[config.mk]
export PLATFORM = sky130hd
export DESIGN_NAME = lbs_shadow_steer
export DESIGN_NICKNAME = d
export VERILOG_FILES = /design/src/rtl/lbs_pkg.sv /design/src/rtl/lbs_seg_steer.sv /design/src/rtl/lbs_shadow_steer.sv
export SDC_FILE = /design/constraint.sdc
export NUM_CORES = 1
export LEC_CHECK = 0
export BUFFER_PORTS_ARGS = -buffer_cell sky130_fd_sc_hd__buf_2
export CORE_UTILIZATION = 38
export CTS_CLUSTER_SIZE = 14
export DETAILED_ROUTE_END_ITERATION = 8
export GPL_TIMING_DRIVEN = 0
export PLACE_DENSITY_LB_ADDON = 0.3
export REMOVE_ABC_BUFFERS = 1
export SYNTH_ARGS = -nofsm -noshare
export SYNTH_HDL_FRONTEND = slang
export SYNTH_HIERARCHICAL = 1
export SYNTH_SLANG_ARGS = --single-unit
[constraint.sdc]
create_clock -name clk_i -period 1.9 [get_ports clk_i]
set_input_delay 0.19 -clock clk_i [delete_from_list [all_inputs] [get_ports clk_i]]
set_output_delay 0.19 -clock clk_i [all_outputs]
set_load 0.05 [all_outputs]
[src/rtl/lbs_pkg.sv]
package lbs_pkg;

	localparam logic [7:0]  ATTR_D8_DF_OFS  = 8'h94;
	localparam logic [7:0]  ATTR_E0_E7_OFS  = 8'h95;
	localparam logic [7:0]  ATTR_E8_EF_OFS  = 8'h96;
	localparam logic [7:0]  ATTR_RESET      = 8'h00;
	localparam logic [7:0]  ATTR_WR_MASK    = 8'h33;
	localparam int          LOWER_LSB       = 0;
	localparam int          UPPER_LSB       = 4;
	localparam int          NUM_SEGMENTS    = 6;
	localparam logic [19:0] WINDOW_BASE     = 20'hD_8000;
	localparam logic [19:0] WINDOW_END      = 20'hE_FFFF;
	localparam int          SEG_SHIFT       = 14;
	localparam logic [1:0]  ATTR_HUB_ONLY   = 2'h0;
	localparam logic [1:0]  ATTR_READ_DRAM  = 2'h1;
	localparam logic [1:0]  ATTR_WRITE_DRAM = 2'h2;
	localparam logic [1:0]  ATTR_ALL_DRAM   = 2'h3;

	typedef enum logic [0:0]
	{
		LBS_TGT_HUB,
		LBS_TGT_DRAM
	} lbs_target_e;

	// Configuration access, bus 0 device 0 function 0, after the host decode
	typedef struct packed
	{
		logic       rd;
		logic       wr;
		logic [7:0] ofs;
		logic [3:0] be;
		logic [31:0] wdata;
	} lbs_cfg_req_s;

	typedef struct packed
	{
		logic        valid;
		logic        write;
		logic [31:0] addr;
	} lbs_mem_req_s;

	typedef struct packed
	{
		logic        hit;
		logic        to_dram;
		logic        to_hub;
	} lbs_route_s;

endpackage : lbs_pkg

[src/rtl/lbs_seg_steer.sv]
module lbs_seg_steer
	import lbs_pkg::*;
(
	input  wire logic [1:0] attr_i,
	input  wire logic       write_i,
	output lbs_target_e     target_o
);

	always_comb
	begin
		case (attr_i)
			ATTR_HUB_ONLY:   target_o = LBS_TGT_HUB;
			ATTR_READ_DRAM:  target_o = write_i ? LBS_TGT_HUB : LBS_TGT_DRAM;
			ATTR_WRITE_DRAM: target_o = write_i ? LBS_TGT_DRAM : LBS_TGT_HUB;
			ATTR_ALL_DRAM:   target_o = LBS_TGT_DRAM;
			default:         target_o = LBS_TGT_HUB;
		endcase
	end

endmodule : lbs_seg_steer

[src/rtl/lbs_shadow_steer.sv]
// What this block does
// - 8-bit attribute register at offset 94h covers 0D8000h-0DFFFFh.
// - Offset 94h bits 5:4 steer 0DC000h-0DFFFFh.
// - Offset 94h bits 1:0 steer 0D8000h-0DBFFFh.
// - Offset 95h covers 0E0000h-0E7FFFh; low and high fields per segment.
// - Offset 96h covers 0E8000h-0EFFFFh; low and high fields per segment.
// - Field 00 sends all reads and writes to the hub link.
// - Field 01 reads from DRAM, writes to the hub link.
// - Field 10 writes to DRAM, reads from the hub link.
// - Field 11 sends reads and writes to DRAM.
// - Registers sit in configuration space of bus 0, device 0, function 0.
module lbs_shadow_steer
	import lbs_pkg::*;
(
	input  wire logic                  clk_i,
	input  wire logic                  sys_rst_i,
	input  wire lbs_pkg::lbs_cfg_req_s cfg_req_i,
	output logic [31:0]                cfg_rdata_o,
	output logic                       cfg_rvalid_o,
	input  wire lbs_pkg::lbs_mem_req_s mem_req_i,
	output lbs_pkg::lbs_route_s        route_o
);

	import lbs_pkg::*;

	logic [7:0]  attr_d8_df_q;
	logic [7:0]  attr_e0_e7_q;
	logic [7:0]  attr_e8_ef_q;
	logic        cfg_dword_hit;
	logic        wr_d8_df;
	logic        wr_e0_e7;
	logic        wr_e8_ef;
	logic [31:0] rdata_d;
	logic [7:0]  dword_base;
	logic        in_window;
	logic [2:0]  seg_idx;
	logic [1:0]  seg_field  [NUM_SEGMENTS];
	lbs_target_e seg_target [NUM_SEGMENTS];
	lbs_target_e target;

	// Config dwords are addressed by the upper offset bits; 94h..96h share dword 94h
	assign dword_base = {cfg_req_i.ofs[7:2], 2'b00};

	assign cfg_dword_hit = dword_base == {ATTR_D8_DF_OFS[7:2], 2'b00};

	// Byte lane of each register is its offset's low bits; lane 3 belongs to another block
	assign wr_d8_df = cfg_req_i.wr && cfg_dword_hit && cfg_req_i.be[ATTR_D8_DF_OFS[1:0]];
	assign wr_e0_e7 = cfg_req_i.wr && cfg_dword_hit && cfg_req_i.be[ATTR_E0_E7_OFS[1:0]];
	assign wr_e8_ef = cfg_req_i.wr && cfg_dword_hit && cfg_req_i.be[ATTR_E8_EF_OFS[1:0]];

	// Reserved bits are masked on the way in, so they can never read back as one
	always_ff @(posedge clk_i or posedge sys_rst_i)
	begin
		if (sys_rst_i)
			attr_d8_df_q <= ATTR_RESET;
		else if (wr_d8_df)
			attr_d8_df_q <= cfg_req_i.wdata[8 * ATTR_D8_DF_OFS[1:0] +: 8] & ATTR_WR_MASK;
	end

	always_ff @(posedge clk_i or posedge sys_rst_i)
	begin
		if (sys_rst_i)
			attr_e0_e7_q <= ATTR_RESET;
		else if (wr_e0_e7)
			attr_e0_e7_q <= cfg_req_i.wdata[8 * ATTR_E0_E7_OFS[1:0] +: 8] & ATTR_WR_MASK;
	end

	always_ff @(posedge clk_i or posedge sys_rst_i)
	begin
		if (sys_rst_i)
			attr_e8_ef_q <= ATTR_RESET;
		else if (wr_e8_ef)
			attr_e8_ef_q <= cfg_req_i.wdata[8 * ATTR_E8_EF_OFS[1:0] +: 8] & ATTR_WR_MASK;
	end

	// Other dwords read as zero, and so does lane 3 of ours
	always_comb
	begin
		rdata_d = 32'h0000_0000;
		if (cfg_dword_hit)
		begin
			rdata_d[8 * ATTR_D8_DF_OFS[1:0] +: 8] = attr_d8_df_q;
			rdata_d[8 * ATTR_E0_E7_OFS[1:0] +: 8] = attr_e0_e7_q;
			rdata_d[8 * ATTR_E8_EF_OFS[1:0] +: 8] = attr_e8_ef_q;
		end
	end

	always_ff @(posedge clk_i or posedge sys_rst_i)
	begin
		if (sys_rst_i)
			cfg_rvalid_o <= 1'b0;
		else
			cfg_rvalid_o <= cfg_req_i.rd;
	end

	// Read data holds until the next read so a slow host can still pick it up
	always_ff @(posedge clk_i or posedge sys_rst_i)
	begin
		if (sys_rst_i)
			cfg_rdata_o <= 32'h0000_0000;
		else if (cfg_req_i.rd)
			cfg_rdata_o <= rdata_d;
	end

	// Segment order: D8, DC, E0, E4, E8, EC
	assign seg_field[0] = attr_d8_df_q[LOWER_LSB +: 2];
	assign seg_field[1] = attr_d8_df_q[UPPER_LSB +: 2];
	assign seg_field[2] = attr_e0_e7_q[LOWER_LSB +: 2];
	assign seg_field[3] = attr_e0_e7_q[UPPER_LSB +: 2];
	assign seg_field[4] = attr_e8_ef_q[LOWER_LSB +: 2];
	assign seg_field[5] = attr_e8_ef_q[UPPER_LSB +: 2];

	assign in_window = mem_req_i.addr[31:20] == 12'h000
		&& mem_req_i.addr[19:0] >= WINDOW_BASE
		&& mem_req_i.addr[19:0] <= WINDOW_END;

	// 16 KB segments; D8000h is segment 0
	always_comb
	begin
		logic [19:0] off;
		off     = mem_req_i.addr[19:0] - WINDOW_BASE;
		seg_idx = off[SEG_SHIFT +: 3];
	end

	// One decoder per segment keeps the select off the attribute path
	for (genvar g = 0; g < NUM_SEGMENTS; g++)
	begin : g_seg
		lbs_seg_steer u_lbs_seg_steer
		(
			.attr_i   (seg_field[g]),
			.write_i  (mem_req_i.write),
			.target_o (seg_target[g])
		);
	end

	// Index is guarded so an address outside the window never reads past the array
	always_comb
	begin
		target = LBS_TGT_HUB;
		if (in_window && seg_idx < 3'(NUM_SEGMENTS))
			target = seg_target[seg_idx];
	end

	// Outside the window the route is left to other decoders; hit stays low
	always_comb
	begin
		route_o.hit     = mem_req_i.valid && in_window;
		route_o.to_dram = route_o.hit && target == LBS_TGT_DRAM;
		route_o.to_hub  = route_o.hit && target == LBS_TGT_HUB;
	end

endmodule : lbs_shadow_steer

==> impl_metrics.toml <==
[synth]
synthArstFlopShare_pct = 100.0
yosys.area_share.adder_pct = 0.8945
yosys.area_share.simple_pct = 13.15
syn_area_sq_um = 1399
muxShareOfSynthArea_pct = 18.52
synth_area_per_cell_sq_um = 10.76
synth_top_family_by_area = "multiplexers"
synth-compound-area-share_pct = 7.156
synth-main-ff-cell = "dfrtp_1"
synth_xor_area_share_pct = 0
synth-seq-cells = 25
syn_inst = 130
synth_edf_count = 0
synth_cell_types = 26
ys_warn_count = 6
ys_seq_area_share_pct = 44.72

[clock_tree]
numCtsBuffers = 3
cts_tree = "built"
clock-sinks = 25
clk_latency_ns = 0.27
h-tree-depth = 1
clock_path_buffers = 2
clockRootBuffer = "clkbuf_8"
cts.clk_slew.worst_paths_ns = 0.08

[critical_path]
crit_path_start_kind = "register"
r2r-start = "attr_d8_df_q[0]$_DFFE_PP0P_"
path_max_fanout = 3
critical_path_arrival_ns = 2.00
worst_ep_required_time_ns = 1.71
rr_endpoint = "attr_d8_df_q[0]$_DFFE_PP0P_"
reg2reg_depth = 2
end_kind = "output pin"
cp-startpoint = "attr_e0_e7_q[0]$_DFFE_PP0P_"
r2r_setup_slack_ns = 1.00
crit_type = "register to output pin"

[die]
ios = 118
dieArea_sq_um = 3928
core.rowCount = 21
dieHeight_um = 62.67
initial_core_util_pct = 40.64
die_w_um = 62.67
design.core.area_sq_um = 3442

[finish]
diodes = 0
nets = 276
final_area_sq_um = 1747
final_cells = 238
drive_above_1_share_pct = 41.67
areaGrowthSynthToFinish_pct = 24.87

[status]
violations = "setup timing"
status = "finished with violations"

[grt]
grt_antenna_before_repair = 0
grt_pass1_vias = 1043
gr-total-overflow = 0
track_usage_pct = 15.35
grt_pass1_wl_mm = 4.574
grt_max_degree = 26

[routing]
vias = 1084
drc = 0
ant_nets = 0
drt-vias-per-instance = 4.555
wl_per_cell_um = 11.69
drt_wl_total_mm = 2.782
drtIter0Drc = 52
dr.pass1.iters = 2

[timing]
fin_crit_ns = 2.188
holdWs_ns = 0.1081
hold_violations = 0
worstMarginPinSlew_ns = 0.9143
postLayoutSetupSlackWorst_ns = -0.2877
timing.fmax_ghz = 0.4571
maxSlewViolCount = 0
finalCritPeriodShare_pct = 115.1
rsz0062_at_grt = "true"
setup_violations = 2
relSlewSlack_pct = 38.98
skew_ns = 0.006925

[placed_design]
io_buffer_count = 60
placed_cell_area_sq_um = 1667
dpl.hpwl_mm = 2.185
place_inst = 232
gp_congestion = 0.7097
post-place-ws_ns = -0.2327

[power]
total_power_uw = 1116
power.density_nw_per_um2 = 639.2
ir_drop_mv = 0.4152
leakagePower_uw = 0.0009053

[flow_run]
cap_violations = 0

[hold_path]
min_path_type = "input port to asynchronous set/reset pin"
final cells by class:
type	count	area, sq um
timing repair buffer	62	327.8
clock buffer	4	45.04
fill	332	1695
multi-input combinational	87	638.1
inverter	14	52.55
sequential	25	625.6
tap	46	57.56
registers in the layout, indices dropped and copies added (netlist names):
name	flops
attr_e0_e7_q	4
attr_d8_df_q	4
cfg_rvalid_o	1
cfg_rdata_o	12
attr_e8_ef_q	4
worst max-delay path: stages (launching register included):
cell     delay (ns)
dfrtp_1        0.41
mux2_4         0.27
mux4_2         0.46
a32oi_2        0.18
nor3b_2        0.22
buf_6          0.18
cells in the final DEF (no fill, tap or decap), drive strengths merged, types with 2 or more instances in the layout:
master  count
buf        62
clkbuf      4
conb       20
dfrtp      25
inv        14
mux2       19
nand2      15
nand2b      2
nor2        2
nor3        4
o22ai      12
or4         2
power breakdown:
group          total, uW  switching (uW)  leakage [uW]  internal (uW)
clock                309             159     0.0000228            150
combinational        238             155      0.000540           82.8
sequential           570            15.9      0.000343            554
total               1120             329      0.000905            787
repair_timing:
item                       4_1_cts  5_1_grt
buffers inserted                 2        0
gates resized for setup          5        0
gates cloned                     0        0
hold endpoints to repair         0        0
pin swaps                        1        1
setup endpoints to repair        2        2
hold buffers                     0        0
synthesized netlist by cell type (2+ instances only):
master,count,area (sq um)
nor2_1,2,7.510
dfrtp_1,25,625.6
clkbuf_1,2,7.510
o22ai_1,12,75.07
inv_1,14,52.55
nand2_1,15,56.30
nor3_2,4,40.04
or4_1,2,15.01
nand2b_1,2,12.51
mux2_1,12,135.1
buf_4,20,150.1
mux2_4,6,90.09
metal layers:
metal / global-route usage (%) / wire, um / vias up
met3: 4.927 / 196 / 5
li1: - / - / 525
met4: 7.267 / 46 / 0
met5: 0 / 0 / -
met1: 17.56 / 1181 / 499
met2: 25.82 / 1358 / 55
logic make-up (layout without fill, tap and decap cells):
kind of cell	count (synthesis)	in the layout
AND/OR/NAND/NOR	31	31
flip-flops	25	25
adder cells (fa/ha/maj)	1	1
buffers and inverters	37	80
other	1	20
multiplexers	20	20
AO/OA/AOI/OAI	15	15
through the flow:
stage               setup TNS [ns]  utilization (%)
CTS                        -0.5764            50.75
floorplan                  -0.3845                -
detailed placement         -0.2467            48.42
global route               -0.6713            50.75
global placement           -0.1952            48.42
finish                     -0.5198            50.75
worst max-delay path by stage:
stage                            end  slack (ns)  cells past startpoint
after CTS                 route_o[0]       -0.32                      5
after global routing      route_o[0]       -0.37                      5
after detailed placement  route_o[0]       -0.23                      6
final                     route_o[0]       -0.29                      5
after global placement    route_o[0]       -0.20                      6
after floorplan           route_o[0]       -0.27                      4
(Power assumes the default switching activity.)
